$ cat config.mk
export PLATFORM = sky130hd
export DESIGN_NAME = orgr_output_routing_gain_regs
export DESIGN_NICKNAME = d
export VERILOG_FILES = /design/src/verilog/orgr_pkg.sv /design/src/verilog/orgr_dac_decode.sv /design/src/verilog/orgr_settle.sv /design/src/verilog/orgr_output_routing_gain_regs.sv
export VERILOG_INCLUDE_DIRS = /design/src /design/src/verilog
export SDC_FILE = /design/constraint.sdc
export NUM_CORES = 1
export LEC_CHECK = 0
export ABC_CLOCK_PERIOD_IN_PS = 3700
export CORE_AREA = 3 3 122 100
export CTS_CLUSTER_DIAMETER = 100
export DETAILED_ROUTE_END_ITERATION = 8
export DIE_AREA = 0 0 125 103
export DONT_BUFFER_PORTS = 1
export HOLD_SLACK_MARGIN = 0.03
export PLACE_DENSITY = 0.86
export SLEW_MARGIN = 20
export SYNTH_ARGS = -nofsm -noshare
export SYNTH_HDL_FRONTEND = slang
export SYNTH_SLANG_ARGS = --single-unit
$ cat constraint.sdc
create_clock -name clk -period 3.7 [get_ports clk]
set_input_delay 0.74 -clock clk [delete_from_list [all_inputs] [get_ports clk]]
set_output_delay 0.74 -clock clk [all_outputs]
set_load 0.05 [all_outputs]
$ cat src/verilog/orgr_defines.svh
/*
  Offsets, field positions, reset values and timing counts for the output
  routing and gain register bank. Assumes inclusion by bare name.
*/
`ifndef ORGR_DEFINES_SVH
`define ORGR_DEFINES_SVH

// ----------------------------------------------------------------------
// Register offsets on page one
// ----------------------------------------------------------------------
`define ORGR_OFS_MIX_ROUTE   8'h23
`define ORGR_OFS_LVOL_HP     8'h24
`define ORGR_OFS_RVOL_HP     8'h25
`define ORGR_OFS_LVOL_SPK    8'h26
`define ORGR_OFS_RVOL_SPK    8'h27
`define ORGR_OFS_LHP_DRV     8'h28
`define ORGR_OFS_RHP_DRV     8'h29

// ----------------------------------------------------------------------
// Reset values
// ----------------------------------------------------------------------
`define ORGR_RST_MIX_ROUTE   8'h00
`define ORGR_RST_VOL         8'h7f
`define ORGR_RST_HP_DRV      8'h02

// ----------------------------------------------------------------------
// Field positions
// ----------------------------------------------------------------------
`define ORGR_MIX_LDAC_HI     7
`define ORGR_MIX_LDAC_LO     6
`define ORGR_MIX_ANALOG_INPUT_ONE_L      5
`define ORGR_MIX_ANALOG_INPUT_TWO_L      4
`define ORGR_MIX_RDAC_HI     3
`define ORGR_MIX_RDAC_LO     2
`define ORGR_MIX_ANALOG_INPUT_TWO_R      1
`define ORGR_MIX_DIFF        0
`define ORGR_VOL_ROUTE       7
`define ORGR_VOL_HI          6
`define ORGR_VOL_LO          0
`define ORGR_DRV_GAIN_HI     6
`define ORGR_DRV_GAIN_LO     3
`define ORGR_DRV_UNMUTE      2
`define ORGR_DRV_PDHIZ       1
`define ORGR_DRV_APPLIED     0

// ----------------------------------------------------------------------
// Gain settling time, default 1 us at 100 MHz (10 ns period)
// ----------------------------------------------------------------------
`define ORGR_SETTLE_NS       1000
`define ORGR_CLK_NS          10
`define ORGR_SETTLE_CYC      ((`ORGR_SETTLE_NS + `ORGR_CLK_NS - 1) / `ORGR_CLK_NS)

`endif

$ cat src/verilog/orgr_pkg.sv
/*
  Types for the output routing and gain register bank.
  Assumes nothing of its surroundings.
*/
package orgr_pkg;

  // DAC routing destination decoded from a two-bit field
  typedef enum logic [1:0] {
    ORGR_DAC_NONE,
    ORGR_DAC_MIXER,
    ORGR_DAC_DIRECT,
    ORGR_DAC_RSVD
  } orgr_dac_route_type;

  // Settling tracker states
  typedef enum logic [0:0] {
    ORGR_SETTLED,
    ORGR_PENDING
  } orgr_settle_type;

endpackage

$ cat src/verilog/orgr_dac_decode.sv
/*
  Decodes one DAC routing field into one-hot path enables.
  Assumes a registered field value from the same clock domain.
*/
`timescale 1ns/1ps
module orgr_dac_decode
  import orgr_pkg::*;
(
  input  wire logic       clk,
  input  wire logic       rst_n,
  input  wire logic       clkEn,
  input  wire logic [1:0] routeField,
  output logic            toMixer,
  output logic            toDirect
);

  orgr_dac_route_type route;

  // Reserved code and unrouted both leave every path open
  always_comb begin
    case (routeField)
      2'h0:    route = ORGR_DAC_NONE;
      2'h1:    route = ORGR_DAC_MIXER;
      2'h2:    route = ORGR_DAC_DIRECT;
      default: route = ORGR_DAC_RSVD;
    endcase
  end

  // Registered so path enables never glitch at the switches
  always_ff @(posedge clk) begin
    if (!rst_n) begin
      toMixer  <= 1'b0;
      toDirect <= 1'b0;
    end else if (clkEn) begin
      toMixer  <= (route == ORGR_DAC_MIXER);
      toDirect <= (route == ORGR_DAC_DIRECT);
    end
  end

endmodule

$ cat src/verilog/orgr_settle.sv
/*
  Tracks whether a freshly written gain has reached its driver.
  Assumes a one-cycle change pulse from the same clock domain.
*/
`timescale 1ns/1ps
`include "orgr_defines.svh"
module orgr_settle
  import orgr_pkg::*;
#(
  parameter int SETTLE_CYC = `ORGR_SETTLE_CYC
)
(
  input  wire logic clk,
  input  wire logic rst_n,
  input  wire logic clkEn,
  input  wire logic gainChange,
  output logic      applied
);

  orgr_settle_type state_r;
  logic [15:0]     count_r;

  // A new change restarts the wait, so the flag only rises after the last
  always_ff @(posedge clk) begin
    if (!rst_n) begin
      state_r <= ORGR_PENDING;
      count_r <= 16'h0000;
    end else if (clkEn) begin
      case (state_r)
        ORGR_SETTLED: begin
          if (gainChange) begin
            state_r <= ORGR_PENDING;
            count_r <= 16'h0000;
          end
        end
        ORGR_PENDING: begin
          if (gainChange) begin
            count_r <= 16'h0000;
          end else if (count_r >= 16'(SETTLE_CYC - 1)) begin
            state_r <= ORGR_SETTLED;
          end else begin
            count_r <= count_r + 16'h0001;
          end
        end
        default: state_r <= ORGR_PENDING;
      endcase
    end
  end

  // Status output registered from the state, forced low in any cycle with a change
  always_ff @(posedge clk) begin
    if (!rst_n) begin
      applied <= 1'b0;
    end else if (clkEn) begin
      applied <= (state_r == ORGR_SETTLED) && !gainChange;
    end
  end

endmodule

$ cat src/verilog/orgr_output_routing_gain_regs.sv
/*
  Register bank for the analog output path: mixer routing, analog volume
  routing and codes, headphone driver gain, mute and power-down style,
  plus read-only gain-applied flags.
  Assumes a simple synchronous register port from the device core, one
  access per cycle, page one already selected by the caller.
*/
`timescale 1ns/1ps
`include "orgr_defines.svh"
module orgr_output_routing_gain_regs
  import orgr_pkg::*;
#(
  parameter int SETTLE_CYC = `ORGR_SETTLE_CYC
)
(
  input  wire logic       clk,
  input  wire logic       rst_n,
  input  wire logic       clkEn,
  input  wire logic       regWrEn,
  input  wire logic       regRdEn,
  input  wire logic [7:0] regAddr,
  input  wire logic [7:0] regWrData,
  output logic      [7:0] regRdData,
  output logic            leftDacToMixer,
  output logic            leftDacToHeadphone,
  output logic            rightDacToMixer,
  output logic            rightDacToHeadphone,
  output logic            analogInputOneToLeftMixer,
  output logic            analogInputTwoToLeftMixer,
  output logic            analogInputTwoToRightMixer,
  output logic            leftToRightHeadphoneDiff,
  output logic            leftVolToHeadphone,
  output logic            rightVolToHeadphone,
  output logic            leftVolToSpeaker,
  output logic            rightVolToSpeaker,
  output logic      [6:0] leftHeadphoneVol,
  output logic      [6:0] rightHeadphoneVol,
  output logic      [6:0] leftSpeakerVol,
  output logic      [6:0] rightSpeakerVol,
  output logic      [3:0] leftHeadphoneGain,
  output logic      [3:0] rightHeadphoneGain,
  output logic            leftHeadphoneUnmute,
  output logic            rightHeadphoneUnmute,
  output logic            leftHeadphonePdHiZ,
  output logic            rightHeadphonePdHiZ
);

  // ----------------------------------------------------------------------
  // Storage
  // ----------------------------------------------------------------------
  logic [7:0] mixRoute_r;
  logic [7:0] vol_r [4];       // Left hp, right hp, left spk, right spk
  logic [7:0] hpDrv_r [2];     // Left, right; bit 0 not stored
  logic [1:0] hpApplied;
  logic [1:0] hpGainChange;
  logic       lDacMix;
  logic       lDacDir;
  logic       rDacMix;
  logic       rDacDir;

  // ----------------------------------------------------------------------
  // Mixer routing register
  // ----------------------------------------------------------------------
  // Stores every bit; reserved route codes are stored but decode to nothing
  always_ff @(posedge clk) begin
    if (!rst_n) begin
      mixRoute_r <= `ORGR_RST_MIX_ROUTE;
    end else if (clkEn && regWrEn && regAddr == `ORGR_OFS_MIX_ROUTE) begin
      mixRoute_r <= regWrData;
    end
  end

  // ----------------------------------------------------------------------
  // Volume registers, one per destination
  // ----------------------------------------------------------------------
  // A change of volume code on a headphone path also marks its driver
  // pending, since the headphone level depends on it
  genvar gv;
  generate
    for (gv = 0; gv < 4; gv++) begin : g_vol
      always_ff @(posedge clk) begin
        if (!rst_n) begin
          vol_r[gv] <= `ORGR_RST_VOL;
        end else if (clkEn && regWrEn && regAddr == (`ORGR_OFS_LVOL_HP + 8'(gv))) begin
          vol_r[gv] <= regWrData;
        end
      end
    end
  endgenerate

  // ----------------------------------------------------------------------
  // Headphone driver registers and their settling trackers
  // ----------------------------------------------------------------------
  generate
    for (gv = 0; gv < 2; gv++) begin : g_hp
      logic drvHit;
      logic volHit;
      assign drvHit = clkEn && regWrEn && regAddr == (`ORGR_OFS_LHP_DRV + 8'(gv));
      assign volHit = clkEn && regWrEn && regAddr == (`ORGR_OFS_LVOL_HP + 8'(gv));

      // Bit 0 is status only; writes to it are dropped
      always_ff @(posedge clk) begin
        if (!rst_n) begin
          hpDrv_r[gv] <= `ORGR_RST_HP_DRV;
        end else if (drvHit) begin
          hpDrv_r[gv] <= {regWrData[7:1], 1'b0};
        end
      end

      // Only a real change of gain or volume restarts the wait
      assign hpGainChange[gv] =
        (drvHit && regWrData[`ORGR_DRV_GAIN_HI:`ORGR_DRV_GAIN_LO] !=
                   hpDrv_r[gv][`ORGR_DRV_GAIN_HI:`ORGR_DRV_GAIN_LO]) ||
        (volHit && regWrData[`ORGR_VOL_HI:`ORGR_VOL_LO] !=
                   vol_r[gv][`ORGR_VOL_HI:`ORGR_VOL_LO]);

      orgr_settle #(
        .SETTLE_CYC (SETTLE_CYC)
      ) u_settle (
        .clk        (clk),
        .rst_n      (rst_n),
        .clkEn      (clkEn),
        .gainChange (hpGainChange[gv]),
        .applied    (hpApplied[gv])
      );
    end
  endgenerate

  // ----------------------------------------------------------------------
  // DAC route decoders
  // ----------------------------------------------------------------------
  orgr_dac_decode u_left_dac (
    .clk        (clk),
    .rst_n      (rst_n),
    .clkEn      (clkEn),
    .routeField (mixRoute_r[`ORGR_MIX_LDAC_HI:`ORGR_MIX_LDAC_LO]),
    .toMixer    (lDacMix),
    .toDirect   (lDacDir)
  );

  orgr_dac_decode u_right_dac (
    .clk        (clk),
    .rst_n      (rst_n),
    .clkEn      (clkEn),
    .routeField (mixRoute_r[`ORGR_MIX_RDAC_HI:`ORGR_MIX_RDAC_LO]),
    .toMixer    (rDacMix),
    .toDirect   (rDacDir)
  );

  // ----------------------------------------------------------------------
  // Analog control outputs
  // ----------------------------------------------------------------------
  // Re-registered so every output comes straight from a flip-flop; costs one
  // extra cycle of latency, harmless for analog switch control
  always_ff @(posedge clk) begin
    if (!rst_n) begin
      leftDacToMixer             <= 1'b0;
      leftDacToHeadphone         <= 1'b0;
      rightDacToMixer            <= 1'b0;
      rightDacToHeadphone        <= 1'b0;
      analogInputOneToLeftMixer  <= 1'b0;
      analogInputTwoToLeftMixer  <= 1'b0;
      analogInputTwoToRightMixer <= 1'b0;
      leftToRightHeadphoneDiff   <= 1'b0;
    end else if (clkEn) begin
      leftDacToMixer             <= lDacMix;
      leftDacToHeadphone         <= lDacDir;
      rightDacToMixer            <= rDacMix;
      rightDacToHeadphone        <= rDacDir;
      analogInputOneToLeftMixer  <= mixRoute_r[`ORGR_MIX_ANALOG_INPUT_ONE_L];
      analogInputTwoToLeftMixer  <= mixRoute_r[`ORGR_MIX_ANALOG_INPUT_TWO_L];
      analogInputTwoToRightMixer <= mixRoute_r[`ORGR_MIX_ANALOG_INPUT_TWO_R];
      leftToRightHeadphoneDiff   <= mixRoute_r[`ORGR_MIX_DIFF];
    end
  end

  // Volume path enables and codes
  always_ff @(posedge clk) begin
    if (!rst_n) begin
      leftVolToHeadphone  <= 1'b0;
      rightVolToHeadphone <= 1'b0;
      leftVolToSpeaker    <= 1'b0;
      rightVolToSpeaker   <= 1'b0;
      leftHeadphoneVol    <= 7'h7f;
      rightHeadphoneVol   <= 7'h7f;
      leftSpeakerVol      <= 7'h7f;
      rightSpeakerVol     <= 7'h7f;
    end else if (clkEn) begin
      leftVolToHeadphone  <= vol_r[0][`ORGR_VOL_ROUTE];
      rightVolToHeadphone <= vol_r[1][`ORGR_VOL_ROUTE];
      leftVolToSpeaker    <= vol_r[2][`ORGR_VOL_ROUTE];
      rightVolToSpeaker   <= vol_r[3][`ORGR_VOL_ROUTE];
      leftHeadphoneVol    <= vol_r[0][`ORGR_VOL_HI:`ORGR_VOL_LO];
      rightHeadphoneVol   <= vol_r[1][`ORGR_VOL_HI:`ORGR_VOL_LO];
      leftSpeakerVol      <= vol_r[2][`ORGR_VOL_HI:`ORGR_VOL_LO];
      rightSpeakerVol     <= vol_r[3][`ORGR_VOL_HI:`ORGR_VOL_LO];
    end
  end

  // Headphone driver controls; reserved gain codes pass through unchanged,
  // software is expected never to write them
  always_ff @(posedge clk) begin
    if (!rst_n) begin
      leftHeadphoneGain    <= 4'h0;
      rightHeadphoneGain   <= 4'h0;
      leftHeadphoneUnmute  <= 1'b0;
      rightHeadphoneUnmute <= 1'b0;
      leftHeadphonePdHiZ   <= 1'b1;
      rightHeadphonePdHiZ  <= 1'b1;
    end else if (clkEn) begin
      leftHeadphoneGain    <= hpDrv_r[0][`ORGR_DRV_GAIN_HI:`ORGR_DRV_GAIN_LO];
      rightHeadphoneGain   <= hpDrv_r[1][`ORGR_DRV_GAIN_HI:`ORGR_DRV_GAIN_LO];
      leftHeadphoneUnmute  <= hpDrv_r[0][`ORGR_DRV_UNMUTE];
      rightHeadphoneUnmute <= hpDrv_r[1][`ORGR_DRV_UNMUTE];
      leftHeadphonePdHiZ   <= hpDrv_r[0][`ORGR_DRV_PDHIZ];
      rightHeadphonePdHiZ  <= hpDrv_r[1][`ORGR_DRV_PDHIZ];
    end
  end

  // ----------------------------------------------------------------------
  // Read port
  // ----------------------------------------------------------------------
  // Registered read data; unmapped offsets return zero
  always_ff @(posedge clk) begin
    if (!rst_n) begin
      regRdData <= 8'h00;
    end else if (clkEn && regRdEn) begin
      case (regAddr)
        `ORGR_OFS_MIX_ROUTE: regRdData <= mixRoute_r;
        `ORGR_OFS_LVOL_HP:   regRdData <= vol_r[0];
        `ORGR_OFS_RVOL_HP:   regRdData <= vol_r[1];
        `ORGR_OFS_LVOL_SPK:  regRdData <= vol_r[2];
        `ORGR_OFS_RVOL_SPK:  regRdData <= vol_r[3];
        `ORGR_OFS_LHP_DRV:   regRdData <= {hpDrv_r[0][7:1], hpApplied[0]};
        `ORGR_OFS_RHP_DRV:   regRdData <= {hpDrv_r[1][7:1], hpApplied[1]};
        default:             regRdData <= 8'h00;
      endcase
    end
  end

endmodule

# After elaboration in Yosys (flattened, before gate mapping)

Memory sizes are Yosys's and may differ from the RTL's.
Index checks and enable logic that the tools add are counted.

Flip-flop bits (word level): 108
Bits in latches: 0
Memory bits (writable): 46
Memory bits (read-only): 0
Output and inout port bits: 60
Word-level logic and storage cells: 138
Memories: 2

Add/sub/neg operators: 2
$mul: 0
Divide/modulo/power cells: 0
Order comparisons: 2
Equality and inequality tests: 23
Shift operators: 0
Multiplexer cells: 44
Bitwise gates (word level): 8
Reductions and logical operators: 23

Memory list:

| memory  | words | width | read ports | clocked after Yosys merged registers in | write ports | line                                | source |
|---|---|---|---|---|---|---|---|
| vol_r   | 4     | 8     | 4          | 0                                       | 4           | orgr_output_routing_gain_regs.sv:52 | `logic [7:0] vol_r [4];` |
| hpDrv_r | 2     | 7     | 2          | 0                                       | 2           | orgr_output_routing_gain_regs.sv:53 | `logic [7:0] hpDrv_r [2];` |

Operators by type and width:

| kind                    | number |
|---|---|
| $mux W16                | 6 |
| $pmux W16 S2            | 2 |
| $eq A8 B6 Y1 const B    | 7 |
| $pmux W8 S7             | 1 |
| $add A16 B1 Y16 const B | 2 |
| $ge A16 B7 Y1 const B   | 2 |
| $mux W8                 | 4 |
| $mux W1                 | 25 |
| $logic_and A1 B1 Y1     | 15 |
| $mux W7                 | 2 |
| $ne A7 B7 Y1            | 2 |
| $pmux W2 S3             | 2 |
| $eq A2 B1 Y1 const B    | 4 |
| $eq A2 B2 Y1 const B    | 4 |
| $ne A4 B4 Y1            | 2 |
| $ne A3 B2 Y1 const B    | 2 |
| $or A1 B1 Y1            | 6 |
| $reduce_and A3 Y1       | 2 |
| $logic_not A2 Y1        | 2 |
| $ne A2 B1 Y1 const B    | 2 |
| $pmux W1 S2             | 2 |
| $logic_not A1 Y1        | 2 |
| $logic_or A1 B1 Y1      | 2 |
| $not A1 Y1              | 2 |

# Logic depth before layout (Yosys ltp)

Gate-level depths: netlist of run 1.

Depth after elaboration: 6
Depth in mapped cells: 8
Mapped depth without buffers: 7

# Hierarchy

From an unflattened synthesis of run 1, not the netlist that was laid out.

Cells, all modules: 627
Area total of the unflattened synthesis: 6794.0 um^2

By module, submodules not included:

| module                        | instances | cells an instance | area an instance (um^2) |
|---|---|---|---|
| orgr_output_routing_gain_regs | 1         | 471               | 5152.4 |
| orgr_settle                   | 2         | 70                | 740.7 |
| orgr_dac_decode               | 2         | 8                 | 80.1 |

# Least setup slack after synthesis of run 1

OpenSTA, ideal clock, no wires.

Path kind: in2reg
Start: in regAddr[4]
End: mem vol_r[3][0] (enable)
Arrival: 2496 ps
Data required time: 3302 ps
Slack: 806 ps
Cell stages on the path: 3
Buffers on the path: 1
Cell sequence: or4b_1 > buf_2 > o41ai_1

RTL lines:

| element            | line                                | source |
|---|---|---|
| start: declaration | orgr_output_routing_gain_regs.sv:21 | `input wire logic [7:0] regAddr,` |
| end: declaration   | orgr_output_routing_gain_regs.sv:52 |  |

# Worst setup path in the final report of run 1

Start: in regAddr[4]
End: reg g_hp[0].u_settle.count_r[4]

Longest elaborated chain between the ends: 6
Elaborated cells on any way between the ends: 12
Classes of those cells: eq/ne (4); mux (2); reduce/logical (6)

Ends and longest elaborated chain:

| element                                                     | line                                                                       | source |
|---|---|---|
| $eq A8 B6 Y1, on equally long branches                      | orgr_output_routing_gain_regs.sv:98, orgr_output_routing_gain_regs.sv:99   |  |
| $logic_and A1 B1 Y1, on equally long branches               | orgr_output_routing_gain_regs.sv:98, orgr_output_routing_gain_regs.sv:99   |  |
| $logic_and A1 B1 Y1, on equally long branches               | orgr_output_routing_gain_regs.sv:112, orgr_output_routing_gain_regs.sv:114 |  |
| $logic_or A1 B1 Y1 (*)                                      | orgr_output_routing_gain_regs.sv:112                                       | `` (drvHit && regWrData[`ORGR_DRV_GAIN_HI:`ORGR_DRV_GAIN_LO] != `` |
| $ne A3 B2 Y1 (no line) (tied with other cells)              | --                                                                         |  |
| $reduce_and A3 Y1 (no line) or $pmux W16 S2 (tied branches) | --                                                                         |  |
| end signal: assignment                                      | orgr_settle.sv:42                                                          | `count_r <= count_r + 16'h0001;` |
| end: declaration                                            | orgr_settle.sv:21                                                          | `logic [15:0] count_r;` |

Every way passes the cells marked *; elsewhere a longest branch is shown, timed or not.
A chain may end at the register's enable or synchronous reset.

==> summary.md, run 1 <==
| Metric | Value |
|---|---|
| Outcome | complete, no violations |
| Initial Util | 62.89% |
| Area Overhead vs Synth | 9.371% |
| Most frequent cells in the layout | dfxtp_1 (108), mux2i_1 (67), nand2_1 (66), edfxtp_1 (46), nor2b_1 (39) |
| Placed cell area | 6958 um2 |
| Final instance area | 7550 um2 |
| Hold WS | 413.0 ps |
| Worst-path fanout max | 13 |
| Ys async rst share | 0% |
| Flop pwr share | 50.9% |
| Clk pwr share | 44.5% |
| Total CTS buffers | 17 |
| Site Rows | 34 |
| Primary FF master, synth | dfxtp_1 |
| Combinational share of power | 4.6% |
| Fraction of power spent switching nets | 23.15% |
| Peak Freq | 0.4046 GHz |
| Post-layout minimum cycle time | 2471 ps |
| EDFF count, synth | 46 |
| Final non-filler cell total | 806 |
| Total congestion overflow | 0 |
| R2R cell count | 6 |
| Leading area contributor after synthesis | dfxtp_1 |
| Power Internal | 0.002951 W |
| H-tree depth | 4 |
| PwrDens | 508.6 nW/um2 |
| First-pass GRT wire length | 26470 um |
| Static leakage | 2.874 nW |
| Layout Nets | 672 |
| Post-synthesis sequential area ratio | 51.33% |
| Max-slew violations | 0 |
| Routed vias | 4981 |
| GP Congestion | 0.9349 |
| Hold-fix buffers at CTS | 0 |
| Most common cell after layout, fill and taps aside | dfxtp_1 |
| Die Y | 103 um |
| First drt pass iteration count | 5 |
| Total Routing Usage GR | 26.45% |
| Critical Path Source Type | input port |
| Final hold viol count | 0 |
| Clk sinks | 154 |
| Yosys reg bits | 154 |
| Netlist Area Pre-Place | 6903 um2 |
| Via-to-Cell Ratio | 6.180 |
| Clk pin slew, worst setup/hold paths | 60 ps |
| HP Class | in -> reg |
| Clk buf depth | 2 |
| Ys Warns | 0 |
| Post-CTS sizing | 0 |
| Vias in the first global route | 4914 |
| Initial DRC count | 454 |
| Worst Path Required | 4000 ps |
| Post-route setup TNS | 0 ps |
| RSZ-0062 raised after global routing | no |
| CTS tree | yes |
| CP Data Arrival Time | 2770 ps |
| Setup violations, final | 0 |
| CP Class | in -> reg |
| Width of the die | 125 um |
| Wire length per cell | 20.27 um |
| Overall Power | 0.003840 W |
| Initial antenna violation count | 0 |
| Syn nets | 687 |
| Measured slew at the worst slew-check pin | 803.6 ps |
| Worst skew pair latency | 420 ps |
| Post-route DRC | 0 |
| R2R Setup Slk | 1340 ps |
| I/O Pins | 81 |
| Dpl hpwl | 11420 um |
| DIE AREA | 12880 um2 |
| DRT Wirelength | 16340 um |
| Clock Skew | 7.399 ps |
| Remaining antenna violation count after routing | 0 |
| ANT cells | 0 |
| FF-to-FF Start | vol_r[1][0] |
| Tcrit/Tclk final | 66.80% |
| Fraction of layout cells with a size suffix above 1 | 8.308% |
| CTS root buffer | clkbuf_16 |
| Placed Instances | 774 |
| Relative slew margins | 46.01% |
| Reported net switching power | 0.0008889 W |
| PortBufs | 0 |
| Synth Instances | 664 |
| Yosys top cell area share | 31.32% |
| Crit path launch | regAddr[4] |
| Largest cells by area after synthesis | dfxtp_1 (31%), edfxtp_1 (20%), mux2i_1 (9.7%), nand2_1 (3.6%), nor2b_1 (3.5%) |
| Post-CTS setup buffer count | 0 |
| Setup crit end kind | register |
| VDD IR-drop max | 0.3790 mV |
| Core area | 10980 um2 |
| Largest net degree at the start of global routing | 101 |
| Synth unique cells | 66 |
| Max Cap Viol | 0 |
| Synthesized area per cell | 10.40 um2 |
| Worst setup path end | g_hp[0].u_settle.count_r[4] |
| Hold Path Stages | 1 |
| RR Endpoint | g_hp[1].u_settle.count_r[3] |
[through the flow]
step	util [%]	worst slack, ps
after CTS	68.79	1268
after floorplan	-	805.7
after global placement	63.39	879.7
after global routing	68.79	1136
after detailed placement	63.39	818.3
final	68.79	1229
[routing by layer]
layer	share of wire (%)	vias to the layer above	wire length (um)	GRT usage, %
met5	0	-	0	0
met4	1.5	0	242	7.667
met3	9.8	27	1601	8.597
met2	46	234	7579	42.05
met1	42	2378	6915	35.18
li1	-	2342	-	-
[kinds of logic (layout without fill, tap and decap cells)]
group / after synthesis / in the layout / share of synthesized area, %
xor+xnor: 22 / 22 / 2.791
mux: 67 / 67 / 9.715
buf+inv: 49 / 47 / 2.954
compound gates: 96 / 96 / 10.19
flops: 154 / 154 / 51.33
simple gates: 274 / 274 / 22.66
fa+ha+maj: 2 / 2 / 0.3625
[cells in the mapped netlist, drive strengths merged (2+ instances only)]
library cell  count
a2111oi           2
a211o             2
a211oi            3
a21boi           12
a21o              4
a21oi             7
a221oi            4
a22o              3
a22oi            11
a2bb2oi           3
a31oi             2
a41oi             2
and2             28
and3              5
and3b             2
buf              12
clkbuf           28
dfxtp           108
edfxtp           46
ha                2
inv               9
mux2i            67
nand2            66
nand2b           30
nand3            20
nand3b            8
nor2             25
nor2b            39
nor3             12
nor3b             2
nor4             13
nor4b             3
o21a              2
o21ai            20
o22ai             7
o31ai             4
or2               2
or3              11
or4               3
or4b              3
xor2             22
[power groups by stage]
| stage | combinational (W) | clock (W) | sequential (W) |
|---|---|---|---|
| 2_1_floorplan | 0.000188 | 0 | 0.00196 |
| 3_3_place_gp | 0.000168 | 0 | 0.00199 |
| 3_5_place_dp | 0.000176 | 0 | 0.00199 |
| 4_1_cts | 0.000178 | 0.00173 | 0.00195 |
| 5_1_grt | 0.000196 | 0.00180 | 0.00196 |
| 6_report | 0.000178 | 0.00171 | 0.00195 |
[flip-flops by register name, summed over array words and instances, names as in the netlist, 2 cells and up]
signal	cells
leftHeadphoneGain	4
mixRoute_r	8
leftSpeakerVol	7
rightSpeakerVol	7
leftHeadphoneVol	7
rightHeadphoneVol	7
g_hp.u_settle.count_r	32
vol_r	32
g_hp.u_settle.state_r	2
g_hp.u_settle.applied	2
hpDrv_r	14
rightHeadphoneGain	4
regRdData	8
[how the worst min path moves through the flow]
stage                                 startpoint                           end  slack, ps
floorplan           g_hp[1].u_settle.count_r[15]  g_hp[1].u_settle.count_r[15]        410
global placement    g_hp[1].u_settle.count_r[15]  g_hp[1].u_settle.count_r[15]        420
detailed placement  g_hp[1].u_settle.count_r[15]  g_hp[1].u_settle.count_r[15]        430
CTS                                        rst_n          rightHeadphoneVol[2]        380
global route                               rst_n            rightSpeakerVol[4]        390
finish                                     rst_n      g_hp[0].u_settle.state_r        410
[critical path: stages]
cell,delay [ps]
or4b_1,760
or3_4,450
o311a_2,510
a31oi_1,220
o31ai_1,100
[cell type report]
cell class | instances | area, um2
Sequential cell | 154 | 3543
Fill cell | 797 | 3426
Multi-Input combinational cell | 461 | 3156
Clock buffer | 27 | 536.8
Tap cell | 144 | 180.2
Clock inverter | 5 | 55.05
Timing Repair Buffer | 6 | 45.04
Inverter | 9 | 33.78
Note: power is estimated with default switching activity, not from simulation.
==> run 2, diff against run 1 <==
Settings changed: ABC_CLOCK_PERIOD_IN_PS 3700 to 2000, CORE_AREA 3 3 122 100 to 3 3 128 105, DIE_AREA 0 0 125 103 to 0 0 131 108, PLACE_DENSITY 0.86 to 0.82.
Clock period 3.7 ns to 2 ns, I/O delays scaled along.
==> summary.md, run 2 (synthesized netlist as in run 1, its figures left out) <==
| Metric | Value |
|---|---|
| M1 wire length | 7504 um |
| Clk sinks | 154 |
| Final hold viol count | 0 |
| Setup violations, final | 0 |
| Filler Cell Count | 906 |
| CP Class | reg -> reg |
| Critical Path Source Type | register |
| Fraction of layout cells with a size suffix above 1 | 20.75% |
| Placed Instances | 852 |
| Multi-input gate area | 3361 um2 |
| Top Metal Used | met4 |
| Area Overhead vs Synth | 19.99% |
| Post-layout minimum cycle time | 1963 ps |
| Delay of the slowest critical-path stage | 520 ps |
| Core area | 12210 um2 |
| CTS tree | yes |
| Register area | 3546 um2 |
| Worst setup path end | g_hp[0].u_settle.count_r[4] |
| Worst-path fanout max | 6 |
| Final non-filler cell total | 894 |
| Post-route setup TNS | 0 ps |
| Total congestion overflow | 0 |
| Routed vias | 5269 |
| Clock Skew | 8.408 ps |
| Die Y | 108 um |
| FF-to-FF Start | g_hp[0].u_settle.count_r[1] |
| First drt pass iteration count | 6 |
| Setup crit end kind | register |
| Max-slew violations | 0 |
| Cell family with most CP delay | compound AO/OA/AOI/OAI gates |
| Hold-fix buffers at CTS | 0 |
| GP Congestion | 0.9228 |
| Total CTS buffers | 17 |
| Overall Power | 0.007387 W |
| R2R Setup Slk | 40 ps |
| Worst skew pair latency | 420 ps |
| Most common cell after layout, fill and taps aside | dfxtp_1 |
| Dpl hpwl | 12280 um |
| Via-to-Cell Ratio | 5.894 |
| Layout Nets | 734 |
| Tcrit/Tclk final | 98.17% |
| RSZ-0062 raised after global routing | yes |
| Met3 wire len | 1608 um |
| Wire length per cell | 20.26 um |
| Width of the die | 131 um |
| RR Endpoint | g_hp[0].u_settle.count_r[4] |
| DR WL met2 | 8703 um |
| WP depth | 7 |
| Site Rows | 36 |
| H-tree depth | 4 |
| Max Cap Viol | 0 |
| I/O Pins | 81 |
| Initial antenna violation count | 0 |
| Post-route DRC | 0 |
| Relative slew margins | 62.54% |
| Outcome | complete, no violations |
| DRT Wirelength | 18110 um |
| R2R cell count | 7 |
| Static leakage | 3.240 nW |
| Final instance area | 8283 um2 |
| ANT cells | 0 |
| Peak Freq | 0.5093 GHz |
| First-pass GRT wire length | 27760 um |
| Largest net degree at the start of global routing | 101 |
| Clk pin slew, worst setup/hold paths | 70 ps |
| PortBufs | 0 |
| Vias in the first global route | 5182 |
| Placed cell area | 7431 um2 |
| PwrDens | 891.8 nW/um2 |
| Initial Util | 56.55% |
| HP Class | in -> reg |
| Hold WS | 110.7 ps |
| Largest registers | g_hp.u_settle.count_r: 32 flops, vol_r: 32 flops, hpDrv_r: 14 flops |
| CTS root buffer | clkbuf_16 |
| Total Routing Usage GR | 25.93% |
| VDD IR-drop max | 0.7011 mV |
| Initial DRC count | 396 |
| Worst Path Required | 2300 ps |
| Remaining antenna violation count after routing | 0 |
| Crit path launch | g_hp[0].u_settle.count_r[1] |
| CP Data Arrival Time | 2260 ps |
| Most frequent cells in the layout | dfxtp_1 (106), mux2i_1 (67), buf_4 (65), nand2_1 (64), edfxtp_1 (46) |
| CP bufs+invs | 1 |
| Critical-path cell list | ha_4, or4_4, a2111oi_4, buf_6, nand2_1, a31oi_1, o31ai_2 |
| DIE AREA | 14150 um2 |
| Clk buf depth | 2 |
| Slowest CP cell | or4_4 |
| Measured slew at the worst slew-check pin | 561.1 ps |
==> run 2: cell count changes in the layout (fill, tap and decap cells not counted), sizes merged <==
| cell | delta |
|---|---|
| buf | +62 |
| bufinv | +3 |
| clkbuf | -8 |
| clkinv | +3 |
| clkinvlp | +1 |
==> run 2: worst min-delay path by stage <==
stage	start	endpoint	slack [ps]	depth (start not counted)
2_1_floorplan	g_hp[1].u_settle.count_r[15]	g_hp[1].u_settle.count_r[15]	410	2
3_3_place_gp	g_hp[1].u_settle.count_r[15]	g_hp[1].u_settle.count_r[15]	420	2
3_5_place_dp	g_hp[1].u_settle.count_r[15]	g_hp[1].u_settle.count_r[15]	430	2
4_1_cts	rst_n	leftHeadphoneVol[5]	40	1
5_1_grt	rst_n	leftSpeakerVol[4]	70	1
6_report	rst_n	leftHeadphoneVol[5]	110	1
==> run 2: repair_timing <==
action	in CTS	in global routing
cloned	0	0
pin swaps	3	23
setup buffers	1	10
resized for setup	8	29
endpoints found under the setup margin	24	23
==> run 2: cell type report <==
| type | count | share of cell area [%] |
|---|---|---|
| clock inverters | 12 | 2.100 |
| well taps | 171 | 2.583 |
| inverters | 9 | 0.4079 |
| clock buffers | 19 | 5.227 |
| multi-input cells | 461 | 40.57 |
| flip-flops and latches | 154 | 42.81 |
| repair buffers | 68 | 6.299 |
==> run 2: worst reg2reg max path: stages (launching register included) <==
cell,delay (ps)
dfxtp_2,340
ha_4,160
or4_4,520
a2111oi_4,320
buf_6,180
nand2_1,60
a31oi_1,170
o31ai_2,100
==> run 2: routing by layer <==
metal / vias up / GRT usage, %
met1: 2558 / 33.36
met4: 0 / 8.443
met3: 26 / 7.901
met5: - / 0
met2: 224 / 41.81
li1: 2461 / -
==> run 2: through the flow <==
step | setup WS (ps) | utilization (%)
finish | 36.59 | 67.86
global route | -45.89 | 67.86
CTS | -2.278 | 66.24
detailed placement | -235.1 | 60.88
global placement | -197.6 | 60.88
floorplan | -102.1 | -
==> run 2: where the power goes <==
part	switching [W]	leakage, nW	internal [W]
Sequential	0.000278	1.34	0.00333
Combinational	0.000207	1.61	0.000238
Clock	0.00126	0.295	0.00208
Total	0.00175	3.24	0.00564
==> run 3, diff against run 2 <==
Settings changed: CORE_AREA 3 3 128 105 to 3 3 143 117, DIE_AREA 0 0 131 108 to 0 0 146 120, PLACE_DENSITY 0.82 to 0.69.
==> summary.md, run 3 (synthesized netlist as in run 1, its figures left out) <==
| Metric | Value |
|---|---|
| Via-to-Cell Ratio | 5.562 |
| DRT Wirelength | 17810 um |
| CTS tree | yes |
| Met1 layer usage reported by global route | 26.37% |
| Most frequent cells in the layout | dfxtp_1 (106), mux2i_1 (67), nand2_1 (64), buf_4 (58), edfxtp_1 (46) |
| Largest net degree at the start of global routing | 101 |
| CTS root buffer | clkbuf_16 |
| Clk pin slew, worst setup/hold paths | 60 ps |
| Delay of the slowest critical-path stage | 520 ps |
| Register area | 3546 um2 |
| First drt pass iteration count | 5 |
| Site Rows | 41 |
| Fraction of layout cells with a size suffix above 1 | 20.78% |
| First-pass GRT wire length | 27670 um |
| R2R cell count | 7 |
| Multi-input gate area | 3391 um2 |
| Post-route setup TNS | -23.99 ps |
| Most common cell after layout, fill and taps aside | dfxtp_1 |
| Relative slew margins | 62.61% |
| Met3 Resource Use GR | 6.795% |
| ANT cells | 0 |
| Initial DRC count | 378 |
| Hold Path Stages | 1 |
| Slowest CP cell | or4_4 |
| Outcome | finished with violations |
| Static leakage | 3.204 nW |
| CP Class | reg -> reg |
| Core area | 15540 um2 |
| HP Class | in -> reg |
| Remaining antenna violation count after routing | 0 |
| FF-to-FF Start | g_hp[0].u_settle.count_r[1] |
| Layer with the highest usage | met2 |
| DIE AREA | 17520 um2 |
| Width of the die | 146 um |
| Initial antenna violation count | 0 |
| Clock Skew | 7.242 ps |
| Total CTS buffers | 17 |
| Die Y | 120 um |
| I/O Pins | 81 |
| Final hold viol count | 0 |
| Worst Path Required | 2300 ps |
| Wire length per cell | 19.10 um |
| Final setup margin | -17.16 ps |
| Max Cap Viol | 0 |
| Critical Path Source Type | register |
| Initial Util | 44.41% |
| Layout Nets | 727 |
| PortBufs | 0 |
| Dpl hpwl | 12410 um |
| H-tree depth | 4 |
| PwrDens | 856.9 nW/um2 |
| Clk buf depth | 2 |
| Vias in the first global route | 5084 |
| Worst-path fanout max | 6 |
| Final instance area | 8282 um2 |
| Post-layout minimum cycle time | 2017 ps |
| Clk sinks | 154 |
| Peak Freq | 0.4957 GHz |
| Largest registers | g_hp.u_settle.count_r: 32 flops, vol_r: 32 flops, hpDrv_r: 14 flops |
| Tcrit/Tclk final | 100.9% |
| Routed vias | 5184 |
| Setup crit end kind | register |
| Measured slew at the worst slew-check pin | 560.2 ps |
| Post-route DRC | 0 |
| Max-slew violations | 0 |
| Filler Cell Count | 1327 |
| Final non-filler cell total | 932 |
| Area Overhead vs Synth | 19.97% |
| Worst skew pair latency | 430 ps |
| GP Congestion | 0.9391 |
| RSZ-0062 raised after global routing | yes |
| Met2 GRT Util | 32.21% |
| Placed cell area | 7491 um2 |
| Total congestion overflow | 0 |
| Setup violations, final | 4 |
| Failing checks | negative setup slack |
| Critical-path cell list | ha_4, or4_4, a2111oi_4, buf_4, nand2_1, a31oi_2, o31ai_2 |
| Total Routing Usage GR | 20.27% |
| Placed Instances | 895 |
| Crit path launch | g_hp[0].u_settle.count_r[1] |
| Hold Crit Start | rst_n |
| VDD IR-drop max | 0.5681 mV |
| CP Data Arrival Time | 2320 ps |
run 3: changes by cell type in the layout (fill, tap and decap cells not counted), moves of 2 or more:
cell,previous run,this run
buf_4,65,58
inv_4,1,5
bufinv_16,4,1
clkinv_4,3,0
a41oi_1,2,0
a41oi_2,0,2
buf_6,3,1
clkinv_2,2,4
nand3_1,14,12
run 3: layout make-up:
cell class | instances | area share (%)
repair buffers | 61 | 5.817
multi-input cells | 461 | 40.94
inverters | 9 | 0.4079
well taps | 215 | 3.248
flip-flops and latches | 154 | 42.82
clock inverters | 11 | 1.073
clock buffers | 21 | 5.696
run 3: layer usage:
layer / vias up / share of wire, %
met5: - / 0
met4: 0 / 1.4
met1: 2523 / 45
li1: 2451 / -
met2: 185 / 46
met3: 25 / 7.6
run 3: through the flow:
stage	util [%]	setup slack [ps]	total power (W)	hold WS, ps
detailed placement	48.19	-276.9	0.004069	446.8
finish	53.28	-17.16	0.007097	86.91
global route	53.28	-129.0	0.007346	55.00
floorplan	-	-102.1	0.003990	408.5
global placement	48.19	-216.0	0.004051	420.6
CTS	52.12	1.572	0.007123	42.28
run 3: power by group:
group	total (W)	switching [W]	internal, W
clock	0.00305	0.00124	0.00181
sequential	0.00360	0.000277	0.00333
combinational	0.000444	0.000210	0.000235
total	0.00710	0.00173	0.00537
run 3: worst paths after layout:
| path | slack, ps | endpoint |
|---|---|---|
| worst max-delay path | -20 | g_hp[0].u_settle.count_r[4] |
| worst min-delay path | 90 | rightHeadphoneVol[5] |
| worst max register to register | -20 | g_hp[0].u_settle.count_r[4] |
| worst min register to register | 460 | g_hp[1].u_settle.count_r[15] |
run 3: critical path: cells and delay by family (launching register included):
family / cells / cell delay [ps]
compound gates: 3 / 580
simple gates: 2 / 600
buf+inv: 1 / 210
flops: 1 / 340
fa+ha+maj: 1 / 160
run 3: repair_timing:
item / 4_1_cts / 5_1_grt
resized for setup: 7 / 31
pin swaps: 3 / 22
setup buffers: 2 / 3
setup endpoints to repair: 20 / 25
hold buffers: 0 / 0
